[src/design/voltage_sync_check_map.svh]
// constants for the synchronism check block: offsets, fields, resets, timing
// assumes inclusion by bare name from the package and the design file
`ifndef VOLTAGE_SYNC_CHECK_MAP_SVH
`define VOLTAGE_SYNC_CHECK_MAP_SVH
// register word offsets (byte address = 4 * index)
`define REG_CTRL 4'h0
`define REG_LIMIT_MAG 4'h1
`define REG_LIMIT_ANG 4'h2
`define REG_LIMIT_FREQ 4'h3
`define REG_THRESH 4'h4
`define REG_BRK_TIME 4'h5
`define REG_STATUS 4'h6
`define REG_MAG_DIFF 4'h7
`define REG_ANG_DIFF 4'h8
`define REG_FREQ_DIFF 4'h9
`define REG_ROTATE 4'hA
`define REG_CLOSE_EST 4'hB
`define REG_PLACE 4'hC
// control fields
`define CTRL_ENABLE 0
`define CTRL_START_ON 1
`define CTRL_PTC 2
`define CTRL_REF_LO 3
`define CTRL_REF_HI 4
`define CTRL_SEL_LO 5
`define CTRL_SEL_HI 6
`define CTRL_COND_LO 8
`define CTRL_COND_HI 11
// threshold fields: live in low half, dead in high half
`define THR_LIVE_HI 15
`define THR_DEAD_LO 16
// reset values
`define CTRL_RST 32'h0000_0F20
`define LIM_MAG_RST 16'h01F4
`define LIM_ANG_RST 16'h03E8
`define LIM_FREQ_RST 16'h0064
`define LIVE_RST 16'h1F40
`define DEAD_RST 16'h07D0
`define BRK_RST 16'h000A
// timing: program cycle 5 ms at 25 MHz
`define CYCLE_MS 5
`define CLK_KHZ 25000
`define CYCLE_CLKS (`CYCLE_MS * `CLK_KHZ)
// 5 ms steps per full turn: (1000 / df_mhz) s / 0.005 s = 200000 / df_mhz
`define TURN_NUM 32'h0003_0D40
`define NOM_RATE_CONST 32'h0000_0005
`endif

[src/design/voltage_sync_check_pkg.sv]
// types shared by the synchronism check block
// assumes the map header sits beside it
`include "voltage_sync_check_map.svh"
package voltage_sync_check_pkg;
  typedef enum logic [2:0] {
    COND_BLOCKED = 3'b000,
    COND_OK = 3'b001,
    COND_BYPASS = 3'b010,
    COND_VCOND_OK = 3'b011,
    COND_MAG_OK = 3'b100,
    COND_ANG_OK = 3'b101,
    COND_FREQ_OK = 3'b110
  } cond_code_t;
  typedef enum logic [2:0] {
    VS_DEAD_DEAD = 3'b000,
    VS_LIVE_DEAD = 3'b001,
    VS_DEAD_LIVE = 3'b010,
    VS_LIVE_LIVE = 3'b011,
    VS_UNDEFINED = 3'b100,
    VS_NOT_MON = 3'b101
  } volt_state_t;
  typedef enum logic [1:0] {
    SW_STILL = 2'b00,
    SW_DEPART = 2'b01,
    SW_ENCLOSE = 2'b10
  } switch_state_t;
  typedef enum logic [1:0] {
    BUS_IDLE = 2'b00,
    BUS_ANSWER = 2'b01
  } bus_state_t;
endpackage : voltage_sync_check_pkg

[src/design/voltage_sync_check.sv]
// synchronism check stage: compares a selected channel against a reference
// assumes channel words settle with their refresh strobe, Avalon-MM master
//
// The implementer's own choices: the Avalon-MM slave port and the register offsets.
`timescale 1ns/1ps
`default_nettype none
`include "voltage_sync_check_map.svh"
module voltage_sync_check
  import voltage_sync_check_pkg::*;
  #(parameter int unsigned CYCLE_LEN = `CYCLE_CLKS) // clocks per program cycle
(
  input wire logic clk_sys,
  input wire logic rst_n,
  input wire logic [15:0] channel_one_fundamental,
  input wire logic [15:0] channel_two_fundamental,
  input wire logic [15:0] channel_three_fundamental,
  input wire logic [15:0] channel_four_fundamental,
  input wire logic [15:0] channel_one_angle,
  input wire logic [15:0] channel_two_angle,
  input wire logic [15:0] channel_three_angle,
  input wire logic [15:0] channel_four_angle,
  input wire logic [15:0] channel_one_freq,
  input wire logic [15:0] channel_two_freq,
  input wire logic [15:0] channel_three_freq,
  input wire logic [15:0] channel_four_freq,
  input wire logic block_input,
  input wire logic stage_start_input,
  input wire logic [3:0] avs_address,
  input wire logic avs_read,
  input wire logic avs_write,
  input wire logic [31:0] avs_writedata,
  input wire logic [3:0] avs_byteenable,
  output logic [31:0] avs_readdata,
  output logic avs_waitrequest,
  output logic match_ok_output,
  output logic inhibited_output,
  output logic close_command,
  output logic cycle_tick
);

  // program cycle counter: one tick every 5 ms
  logic [31:0] cyc_cnt_r, cyc_cnt_nxt;
  logic tick_r, tick_nxt;
  always_comb begin
    tick_nxt = 1'b0;
    cyc_cnt_nxt = cyc_cnt_r + 32'h0000_0001;
    if (cyc_cnt_r == 32'(CYCLE_LEN - 1)) begin
      cyc_cnt_nxt = 32'h0000_0000;
      tick_nxt = 1'b1;
    end
  end
  always_ff @(posedge clk_sys) begin
    if (!rst_n) begin
      cyc_cnt_r <= 32'h0000_0000;
      tick_r <= 1'b0;
    end else begin
      cyc_cnt_r <= cyc_cnt_nxt;
      tick_r <= tick_nxt;
    end
  end

  // configuration registers
  logic [31:0] ctrl_r, ctrl_nxt;
  logic [15:0] lim_mag_r, lim_mag_nxt, lim_ang_r, lim_ang_nxt, lim_frq_r, lim_frq_nxt;
  logic [15:0] live_r, live_nxt, dead_r, dead_nxt, brk_r, brk_nxt;
  logic [31:0] wmask;
  always_comb begin
    wmask = {{8{avs_byteenable[3]}}, {8{avs_byteenable[2]}},
             {8{avs_byteenable[1]}}, {8{avs_byteenable[0]}}};
    ctrl_nxt = ctrl_r;
    lim_mag_nxt = lim_mag_r;
    lim_ang_nxt = lim_ang_r;
    lim_frq_nxt = lim_frq_r;
    live_nxt = live_r;
    dead_nxt = dead_r;
    brk_nxt = brk_r;
    if (avs_write && avs_waitrequest == 1'b0) begin
      case (avs_address)
        `REG_CTRL: ctrl_nxt = (ctrl_r & ~wmask) | (avs_writedata & wmask);
        `REG_LIMIT_MAG: lim_mag_nxt = (lim_mag_r & ~wmask[15:0]) | (avs_writedata[15:0] & wmask[15:0]);
        `REG_LIMIT_ANG: lim_ang_nxt = (lim_ang_r & ~wmask[15:0]) | (avs_writedata[15:0] & wmask[15:0]);
        `REG_LIMIT_FREQ: lim_frq_nxt = (lim_frq_r & ~wmask[15:0]) | (avs_writedata[15:0] & wmask[15:0]);
        `REG_THRESH: begin
          live_nxt = (live_r & ~wmask[15:0]) | (avs_writedata[15:0] & wmask[15:0]);
          dead_nxt = (dead_r & ~wmask[31:16]) | (avs_writedata[31:16] & wmask[31:16]);
        end
        `REG_BRK_TIME: brk_nxt = (brk_r & ~wmask[15:0]) | (avs_writedata[15:0] & wmask[15:0]);
        default: ctrl_nxt = ctrl_r;
      endcase
    end
  end
  always_ff @(posedge clk_sys) begin
    if (!rst_n) begin
      ctrl_r <= `CTRL_RST;
      lim_mag_r <= `LIM_MAG_RST;
      lim_ang_r <= `LIM_ANG_RST;
      lim_frq_r <= `LIM_FREQ_RST;
      live_r <= `LIVE_RST;
      dead_r <= `DEAD_RST;
      brk_r <= `BRK_RST;
    end else begin
      ctrl_r <= ctrl_nxt;
      lim_mag_r <= lim_mag_nxt;
      lim_ang_r <= lim_ang_nxt;
      lim_frq_r <= lim_frq_nxt;
      live_r <= live_nxt;
      dead_r <= dead_nxt;
      brk_r <= brk_nxt;
    end
  end

  // channel selection: reference and compared channel by index
  logic [15:0] mag_a, mag_b, ang_a, ang_b, frq_a, frq_b;
  function automatic logic [15:0] pick(input logic [1:0] idx, input logic [15:0] c0,
      input logic [15:0] c1, input logic [15:0] c2, input logic [15:0] c3);
    case (idx)
      2'b00: pick = c0;
      2'b01: pick = c1;
      2'b10: pick = c2;
      default: pick = c3;
    endcase
  endfunction : pick
  always_comb begin
    // both selected channels observed
    mag_a = pick(ctrl_r[`CTRL_REF_HI:`CTRL_REF_LO], channel_one_fundamental,
                 channel_two_fundamental, channel_three_fundamental, channel_four_fundamental);
    mag_b = pick(ctrl_r[`CTRL_SEL_HI:`CTRL_SEL_LO], channel_one_fundamental,
                 channel_two_fundamental, channel_three_fundamental, channel_four_fundamental);
    ang_a = pick(ctrl_r[`CTRL_REF_HI:`CTRL_REF_LO], channel_one_angle,
                 channel_two_angle, channel_three_angle, channel_four_angle);
    ang_b = pick(ctrl_r[`CTRL_SEL_HI:`CTRL_SEL_LO], channel_one_angle,
                 channel_two_angle, channel_three_angle, channel_four_angle);
    frq_a = pick(ctrl_r[`CTRL_REF_HI:`CTRL_REF_LO], channel_one_freq,
                 channel_two_freq, channel_three_freq, channel_four_freq);
    frq_b = pick(ctrl_r[`CTRL_SEL_HI:`CTRL_SEL_LO], channel_one_freq,
                 channel_two_freq, channel_three_freq, channel_four_freq);
  end

  // per-cycle measurement, comparison and decision state
  logic signed [16:0] mag_d_r, mag_d_nxt, ang_d_r, ang_d_nxt, frq_d_r, frq_d_nxt;
  volt_state_t vs_r, vs_nxt;
  cond_code_t cond_r, cond_nxt;
  switch_state_t sw_r, sw_nxt;
  logic blk_r, blk_nxt, ok_r, ok_nxt, inh_r, inh_nxt, sync_r, sync_nxt, cls_r, cls_nxt;
  logic [15:0] rot_r, rot_nxt, est_r, est_nxt;
  logic [31:0] place_r, place_nxt;
  logic a_live, a_dead, b_live, b_dead, mag_in, ang_in, frq_in, vcond_in, active;
  logic [16:0] mag_abs, ang_abs, frq_abs;
  logic [16:0] prev_ang_abs_r, prev_ang_abs_nxt;
  logic [31:0] rot_wide, est_wide;
  always_comb begin
    mag_d_nxt = mag_d_r;
    ang_d_nxt = ang_d_r;
    frq_d_nxt = frq_d_r;
    vs_nxt = vs_r;
    cond_nxt = cond_r;
    sw_nxt = sw_r;
    blk_nxt = blk_r;
    ok_nxt = ok_r;
    inh_nxt = inh_r;
    sync_nxt = sync_r;
    cls_nxt = 1'b0;
    rot_nxt = rot_r;
    est_nxt = est_r;
    place_nxt = place_r;
    prev_ang_abs_nxt = prev_ang_abs_r;
    a_live = mag_a > live_r;
    a_dead = mag_a < dead_r;
    b_live = mag_b > live_r;
    b_dead = mag_b < dead_r;
    mag_abs = mag_d_r[16] ? 17'(-mag_d_r) : 17'(mag_d_r);
    ang_abs = ang_d_r[16] ? 17'(-ang_d_r) : 17'(ang_d_r);
    frq_abs = frq_d_r[16] ? 17'(-frq_d_r) : 17'(frq_d_r);
    mag_in = mag_abs <= {1'b0, lim_mag_r};
    ang_in = ang_abs <= {1'b0, lim_ang_r};
    frq_in = frq_abs <= {1'b0, lim_frq_r};
    // condition bits: dd, ld, dl, ll accepted combinations
    case (vs_r)
      VS_DEAD_DEAD: vcond_in = ctrl_r[`CTRL_COND_LO];
      VS_LIVE_DEAD: vcond_in = ctrl_r[`CTRL_COND_LO + 1];
      VS_DEAD_LIVE: vcond_in = ctrl_r[`CTRL_COND_LO + 2];
      VS_LIVE_LIVE: vcond_in = ctrl_r[`CTRL_COND_HI];
      default: vcond_in = 1'b0;
    endcase
    active = ctrl_r[`CTRL_ENABLE] &&
             (!ctrl_r[`CTRL_START_ON] || stage_start_input);
    frq_abs = frq_abs == 17'h0_0000 ? 17'h0_0001 : frq_abs;
    rot_wide = `TURN_NUM / {15'h0000, frq_abs};
    est_wide = (32'(ang_abs) * 32'(rot_r)) / 32'h0000_8CA0;
    if (tick_r) begin
      blk_nxt = block_input;
      mag_d_nxt = $signed({1'b0, mag_b}) - $signed({1'b0, mag_a});
      ang_d_nxt = $signed({1'b0, ang_b}) - $signed({1'b0, ang_a});
      frq_d_nxt = $signed({1'b0, frq_b}) - $signed({1'b0, frq_a});
      place_nxt = 32'(ang_d_r) * `NOM_RATE_CONST * 32'h0000_0002;
      prev_ang_abs_nxt = ang_abs;
      if (!ctrl_r[`CTRL_ENABLE]) begin
        vs_nxt = VS_NOT_MON;
      end else if ((a_live || a_dead) && (b_live || b_dead)) begin
        vs_nxt = volt_state_t'({1'b0, b_live, a_live});
      end else begin
        vs_nxt = VS_UNDEFINED;
      end
      rot_nxt = rot_wide[31:16] != 16'h0000 ? 16'hFFFF : rot_wide[15:0];
      est_nxt = est_wide[31:16] != 16'h0000 ? 16'hFFFF : est_wide[15:0];
      if (ctrl_r[`CTRL_PTC]) begin
        if (ang_abs < prev_ang_abs_r) begin
          sw_nxt = SW_ENCLOSE;
        end else if (ang_abs > prev_ang_abs_r) begin
          sw_nxt = SW_DEPART;
        end else begin
          sw_nxt = SW_STILL;
        end
      end else begin
        sw_nxt = SW_STILL;
      end
      sync_nxt = active && mag_in && ang_in && frq_in && vcond_in;
      if (sync_nxt && !sync_r && block_input) begin
        inh_nxt = 1'b1;
      end else if (!sync_nxt) begin
        inh_nxt = 1'b0;
      end
      ok_nxt = sync_nxt && !block_input && !inh_nxt;
      cls_nxt = ok_nxt && ctrl_r[`CTRL_PTC] && sw_r == SW_ENCLOSE &&
                est_r <= brk_r;
      if (!ctrl_r[`CTRL_ENABLE]) begin
        cond_nxt = COND_BYPASS;
      end else if (block_input) begin
        cond_nxt = COND_BLOCKED;
      end else if (ok_nxt) begin
        cond_nxt = COND_OK;
      end else if (!vcond_in) begin
        cond_nxt = COND_VCOND_OK;
      end else if (!mag_in) begin
        cond_nxt = COND_MAG_OK;
      end else if (!ang_in) begin
        cond_nxt = COND_ANG_OK;
      end else begin
        cond_nxt = COND_FREQ_OK;
      end
    end
  end
  always_ff @(posedge clk_sys) begin
    if (!rst_n) begin
      mag_d_r <= 17'h0_0000;
      ang_d_r <= 17'h0_0000;
      frq_d_r <= 17'h0_0000;
      vs_r <= VS_NOT_MON;
      cond_r <= COND_BYPASS;
      sw_r <= SW_STILL;
      blk_r <= 1'b0;
      ok_r <= 1'b0;
      inh_r <= 1'b0;
      sync_r <= 1'b0;
      cls_r <= 1'b0;
      rot_r <= 16'h0000;
      est_r <= 16'h0000;
      place_r <= 32'h0000_0000;
      prev_ang_abs_r <= 17'h0_0000;
    end else begin
      mag_d_r <= mag_d_nxt;
      ang_d_r <= ang_d_nxt;
      frq_d_r <= frq_d_nxt;
      vs_r <= vs_nxt;
      cond_r <= cond_nxt;
      sw_r <= sw_nxt;
      blk_r <= blk_nxt;
      ok_r <= ok_nxt;
      inh_r <= inh_nxt;
      sync_r <= sync_nxt;
      cls_r <= cls_nxt;
      rot_r <= rot_nxt;
      est_r <= est_nxt;
      place_r <= place_nxt;
      prev_ang_abs_r <= prev_ang_abs_nxt;
    end
  end

  // bus slave: one wait cycle, then answer; waitrequest registered, high when idle
  bus_state_t bus_r, bus_nxt;
  logic [31:0] rd_r, rd_nxt;
  logic wait_r, wait_nxt;
  always_comb begin
    bus_nxt = BUS_IDLE;
    rd_nxt = rd_r;
    wait_nxt = 1'b1;
    if (bus_r == BUS_IDLE && (avs_read || avs_write)) begin
      bus_nxt = BUS_ANSWER;
      wait_nxt = 1'b0;
      case (avs_address)
        `REG_CTRL: rd_nxt = ctrl_r;
        `REG_LIMIT_MAG: rd_nxt = {16'h0000, lim_mag_r};
        `REG_LIMIT_ANG: rd_nxt = {16'h0000, lim_ang_r};
        `REG_LIMIT_FREQ: rd_nxt = {16'h0000, lim_frq_r};
        `REG_THRESH: rd_nxt = {dead_r, live_r};
        `REG_BRK_TIME: rd_nxt = {16'h0000, brk_r};
        `REG_STATUS: rd_nxt = {16'h0000, 4'h0, inh_r, ok_r, blk_r, sw_r, vs_r, cond_r};
        `REG_MAG_DIFF: rd_nxt = 32'(mag_d_r);
        `REG_ANG_DIFF: rd_nxt = 32'(ang_d_r);
        `REG_FREQ_DIFF: rd_nxt = 32'(frq_d_r);
        `REG_ROTATE: rd_nxt = {16'h0000, rot_r};
        `REG_CLOSE_EST: rd_nxt = {16'h0000, est_r};
        `REG_PLACE: rd_nxt = place_r;
        default: rd_nxt = 32'h0000_0000;
      endcase
    end
  end
  always_ff @(posedge clk_sys) begin
    if (!rst_n) begin
      bus_r <= BUS_IDLE;
      rd_r <= 32'h0000_0000;
      wait_r <= 1'b1;
    end else begin
      bus_r <= bus_nxt;
      rd_r <= rd_nxt;
      wait_r <= wait_nxt;
    end
  end

  assign avs_readdata = rd_r;
  assign avs_waitrequest = wait_r;
  assign match_ok_output = ok_r;
  assign inhibited_output = inh_r;
  assign close_command = cls_r;
  assign cycle_tick = tick_r;
endmodule : voltage_sync_check
`default_nettype wire

[config.mk]
export PLATFORM = sky130hd
export DESIGN_NAME = voltage_sync_check
export DESIGN_NICKNAME = d
export VERILOG_FILES = /design/src/design/voltage_sync_check_pkg.sv /design/src/design/voltage_sync_check.sv
export VERILOG_INCLUDE_DIRS = /design/src /design/src/design
export SDC_FILE = /design/constraint.sdc
export NUM_CORES = 2
export LEC_CHECK = 0
export BUFFER_PORTS_ARGS = -buffer_cell sky130_fd_sc_hd__buf_2
export CAP_MARGIN = 20
export CELL_PAD_IN_SITES_DETAIL_PLACEMENT = 0
export CELL_PAD_IN_SITES_GLOBAL_PLACEMENT = 1
export CORE_MARGIN = 5
export CORE_UTILIZATION = 35
export CTS_CLUSTER_DIAMETER = 150
export CTS_CLUSTER_SIZE = 25
export DETAILED_ROUTE_END_ITERATION = 16
export GPL_TIMING_DRIVEN = 0
export PLACE_DENSITY = 0.7
export SLEW_MARGIN = 20
export SYNTH_ARGS = -nofsm -noshare
export SYNTH_HDL_FRONTEND = slang
export SYNTH_SLANG_ARGS = --single-unit
[constraint.sdc]
create_clock -name clk_sys -period 123.2 [get_ports clk_sys]
set_input_delay 18.48 -clock clk_sys [delete_from_list [all_inputs] [get_ports clk_sys]]
set_output_delay 18.48 -clock clk_sys [all_outputs]
set_load 0.05 [all_outputs]
Word-level counts from Yosys, hierarchy flattened
Index checks and enable logic that the tools add are counted.
W data, S select, Z words.
{"block": "op_classes", "addsub": 7, "mul": 2, "div_mod_pow": 2, "magnitude_cmp": 10, "n_eq_ne": 21, "n_shift": 0, "n_mux": 31, "n_bitwise": 22, "reduce_logical": 39}
{"op": "$pmux W32 S13", "count": 1}
{"op": "$pmux W16 S3", "count": 6}
{"op": "$and A16 B16 Y16", "count": 8}
{"op": "$or A16 B16 Y16", "count": 6}
{"op": "$mux W17", "count": 4}
{"op": "$and A32 B32 Y32", "count": 2}
{"op": "$le A17 B16 Y1", "count": 3}
{"op": "$neg A17 Y17", "count": 3}
{"op": "$sub A16 B16 Y17", "count": 3}
{"op": "$add A32 B1 Y32 const B", "count": 1}
{"op": "$div A18 B17 Y32 const A", "count": 1}
{"op": "$div A32 B16 Y32 const B", "count": 1}
{"op": "$eq A32 B17 Y1 const B", "count": 1}
{"op": "$gt A16 B16 Y1", "count": 2}
{"op": "$lt A16 B16 Y1", "count": 2}
{"op": "$mul A17 B16 Y32", "count": 1}
{"op": "$mux W16", "count": 2}
{"op": "$not A16 Y16", "count": 2}
{"op": "$not A32 Y32", "count": 1}
{"op": "$or A32 B32 Y32", "count": 1}
{"op": "$reduce_bool A16 Y1", "count": 2}
{"op": "$mul A17 B4 Y21 const B", "count": 1}
{"op": "$eq A4 B4 Y1 const B", "count": 5}
{"op": "$mux W3", "count": 6}
{"op": "23 further kinds", "count": 69}
{"block": "totals", "register_bits": 340, "latchBits": 0, "ramBits": 0, "mem_bits_ro": 0, "input_bits": 238, "out_inout_bits": 37, "elab_cells": 161, "memories": 0}

Longest topological paths before layout
{"block": "depth", "ltp_word": 16, "mapped_depth": 484, "mapped_depth_nobuf": 440}

Worst setup path before layout
Ideal clock, no wire load.
{"block": "synth_timing", "path_kind": "flip-flop to flip-flop", "from": "register frq_d_r[7]", "to": "register rot_r[0]", "setup_ns": 0.122, "t_arrival_ns": 86.188, "t_required_ns": 123.078, "slack_ns": 36.890, "path_stages_with_launch": 460, "n_path_buf": 47, "synth_period_minus_slack_ns": 86.310, "path_cell_list": "dfxtp_1 -> buf_2 -> or4_4 -> or4_1 -> o31a_1 -> xnor2_1 -> inv_2 -> nor4_4 -> nand4_1 -> o41ai_1 -> nor2_1 -> o21ai_0 -> o311ai_1 -> ha_1 -> o21a_1 -> o21ai_1 -> a221oi_1 -> a21oi_1 -> (+424 left out) -> a21o_1 -> a21o_1 -> a21o_1 -> a21o_1 -> nor2_1 -> nand3_1 -> nor3_4 -> buf_2 -> mux2_1 -> ha_1 -> a21o_1 -> a21o_1 -> a21oi_1 -> nand3b_1 -> o21ai_0 -> o211ai_1 -> a31oi_1 -> a21oi_1"}
{"block": "synth_between", "elab_chain_cells": 7}
{"element": "start: declaration", "line_no": "voltage_sync_check.sv:140", "source": "logic signed [16:0] mag_d_r, mag_d_nxt, ang_d_r, ang_d_nxt, frq_d_r, frq_d_nxt;"}
{"element": "start signal: assignment", "line_no": "voltage_sync_check.sv:263", "source": "frq_d_r <= frq_d_nxt;"}
{"element": "$neg A17 Y17", "line_no": "voltage_sync_check.sv:173", "source": "frq_abs = frq_d_r[16] ? 17'(-frq_d_r) : 17'(frq_d_r);"}
{"element": "$mux W17 (*)", "line_no": "voltage_sync_check.sv:173"}
{"element": "$logic_not A17 Y1", "line_no": "voltage_sync_check.sv:187", "source": "frq_abs = frq_abs == 17'h0_0000 ? 17'h0_0001 : frq_abs;"}
{"element": "$mux W17 (*)", "line_no": "voltage_sync_check.sv:187"}
{"element": "$div A18 B17 Y32 (no line) (*)"}
{"element": "$reduce_bool A16 Y1", "line_no": "voltage_sync_check.sv:204", "source": "rot_nxt = rot_wide[31:16] != 16'h0000 ? 16'hFFFF : rot_wide[15:0];"}
{"element": "$mux W16 (*)", "line_no": "voltage_sync_check.sv:204"}
{"element": "end signal: assignment", "line_no": "voltage_sync_check.sv:272", "source": "rot_r <= rot_nxt;"}
{"element": "end: declaration", "line_no": "voltage_sync_check.sv:145", "source": "logic [15:0] rot_r, rot_nxt, est_r, est_nxt;"}
Every way passes the cells marked *; elsewhere a longest branch is shown, timed or not.
A chain may end at the register's enable or synchronous reset.

Final worst setup path
{"block": "layout_timing", "from": "register frq_d_r[3]", "to": "register rot_r[0]"}
Same word-level chain as after synthesis.

==> results by group <==
Global route
  – GRT met1 Usage: 0.313
  – First-pass GRT wire length: 368000 µm
  – Largest net degree at the start of global routing: 40
  – GRT met2 Usage: 0.416
  – Initial antenna violation count: 9
  – Grt peak-use layer: met2
  – GRT Resource Usage Total: 0.238
  – Remaining Overflow, GRT: 0
  – Vias in the first global route: 63496
  – Met3 Use GR: 0.0214

Logic synthesis
  – Post-synth top flop: dfxtp_1
  – Yosys reg bits: 328
  – Mean post-synth cell area: 7.59 µm²
  – Distinct cells, synth: 161
  – Register area share after synthesis: 0.103
  – Synthesis warning total: 0
  – Ys async rst share: 0
  – EDFF count, synth: 0
  – Synth Cell Area: 63900 µm²
  – Syn Inst Count: 8428
  – Post-Synthesis Net Count: 9579

Run status
  – Status: complete, no violations

Timing
  – Worst slew pin tran: 1.17 ns
  – Fmax: 9.07 MHz
  – TNS Setup: 0 ns
  – Final setup vio count: 0
  – Period utilization: 0.895
  – WHS: 0.454 ns
  – RSZ-0062 raised after global routing: false
  – Max-slew headroom: 0.220
  – Setup Skew: 0.0308 ns
  – Min cycle time layout: 110.26 ns
  – Final hold viol count: 0
  – Fin worst setup slack: 12.94 ns
  – Slew Limit Fails: 0

Detailed routing
  – Post-Route WL: 239000 µm
  – ANT nets after route: 0
  – Routed WL per cell: 21.5 µm
  – Via/cell ratio: 5.88
  – Drt pass-1 iters: 7
  – Iteration-0 DRC Markers: 5063
  – # DRC: 0
  – Via Count: 65462

Clock network
  – Clock sinks: 328
  – H-tree depth: 1
  – Clock transition at the registers of the reported paths: 0.10 ns
  – Root Driver: clkbuf_16
  – Clock latency on the worst-skew pair: 0.56 ns
  – CTS buffer count: 17
  – Hold-fix buffers, CTS: 0
  – Post_cts resized: 0
  – Max Root-Sink Buffers: 3
  – Setup repair bufs after CTS: 0
  – CTS tree: built

Critical path
  – Crit path largest cell delay: 0.92 ns
  – Worst setup SP type: register
  – Reg2reg setup slack: 12.94 ns
  – Crit-path slowest cell: o41ai_1
  – Crit path DAT: 110.65 ns
  – CP required: 123.59 ns
  – Critical path's most frequent cell: o21ai_0
  – Reg2reg path depth: 454
  – CP Capture Type: register
  – Critical path peak fanout: 17
  – Crit Path Category: reg2reg

Floorplanning
  – FP Rows: 156
  – Die ar.: 191000 µm²
  – Die X: 437 µm
  – Die Height: 437 µm
  – Number of I/O pins: 275
  – Initial Utilization: 0.353
  – Core area: 181000 µm²

Placement
  – GP Congestion: 1.01
  – Post-DP HPWL: 198000 µm
  – IO Port Bufs: 270
  – Worst slack at placement: 14.20 ns
  – Placed Cells: 11100

Worst hold path
  – Hold path depth: 1
  – Min-Delay Path Class: reg2reg

Finish
  – Multi-input gate area: 54000 µm²
  – FILL cells: 19111
  – Most frequent cells in the layout: nand2_1 (892), nor2_1 (730), ha_1 (702)
  – Final #Nets: 9902
  – Area growth from synthesis to layout: 8.77%
  – Non-Filler Instances: 11125
  – Most common cell after layout, fill and taps aside: nand2_1
  – Share of cells above drive strength 1: 0.0936
  – Register area: 6570 µm²

Run
  – Max Cap Viol: 0
cells by family after synthesis:
family,count (synthesis),share of synthesized area
and+or+nand+nor,2855,0.215
AOI/OAI and AO/OA,2563,0.276
buffers and inverters,926,0.0583
adders and majority gates,921,0.205
xor gates and xnor gates,459,0.0635
muxes,375,0.0800
DFF,328,0.103
other,1,0.0000586
through the flow:
stage | instance area (µm²) | util
6_report | 69600 | 0.384
5_1_grt | 69500 | 0.384
4_1_cts | 69500 | 0.383
3_5_place_dp | 69000 | 0.381
3_3_place_gp | 68300 | 0.376
2_1_floorplan | 63900 | -
final cells by class:
cell class                 count  share of cell area
antenna                        4            0.000144
tap                         2370              0.0426
inverter                     581              0.0314
buffer                       345              0.0223
multi-input combinational   7174               0.776
timing repair buffer         304              0.0265
clock buffer                  17             0.00612
clock inverter                 2            0.000558
sequential                   328              0.0944
metal layers:
layer  vias to the layer above  share of wire
met3                       349          0.051
met2                      1820           0.47
met1                     31783           0.44
met4                         2          0.034
li1                      31508              -
met5                         -       0.000054
path summary, 6_finish.rpt:
| check | from | endpoint |
|---|---|---|
| setup / recovery | frq_d_r[3]$_SDFFE_PN0P_ | rot_r[0]$_SDFFE_PN0P_ |
| hold / removal | avs_readdata[9]$_SDFFE_PN0P_ | avs_readdata[9]$_SDFFE_PN0P_ |
| setup reg to reg | frq_d_r[3]$_SDFFE_PN0P_ | rot_r[0]$_SDFFE_PN0P_ |
| hold reg to reg | avs_readdata[9]$_SDFFE_PN0P_ | avs_readdata[9]$_SDFFE_PN0P_ |
synthesized netlist by cell type (185+ instances only):
master    count  area share
xor2_1      185       0.025
clkbuf_1    229       0.013
nor3_1      211       0.017
fa_1        211       0.066
nand2_1     892       0.052
dfxtp_1     328        0.10
xnor2_1     270       0.037
o21a_1      199       0.023
ha_1        702        0.14
o21ai_0     413       0.032
nor2_1      730       0.043
a21oi_1     573       0.045
a21o_1      297       0.035
inv_1       575       0.034
worst max-delay path, delay by kind of cell (launching register included):
kind / cells / cell delay, ns
compound gates: 270 / 57.57
buf+inv: 60 / 23.24
simple gates: 90 / 17.67
fa+ha+maj: 27 / 8.49
mux: 6 / 1.59
xor+xnor: 1 / 0.86
flops: 1 / 0.47
Power is not shown: default switching activity piles up to over one toggle a cycle in this logic, so the estimate is an artifact.
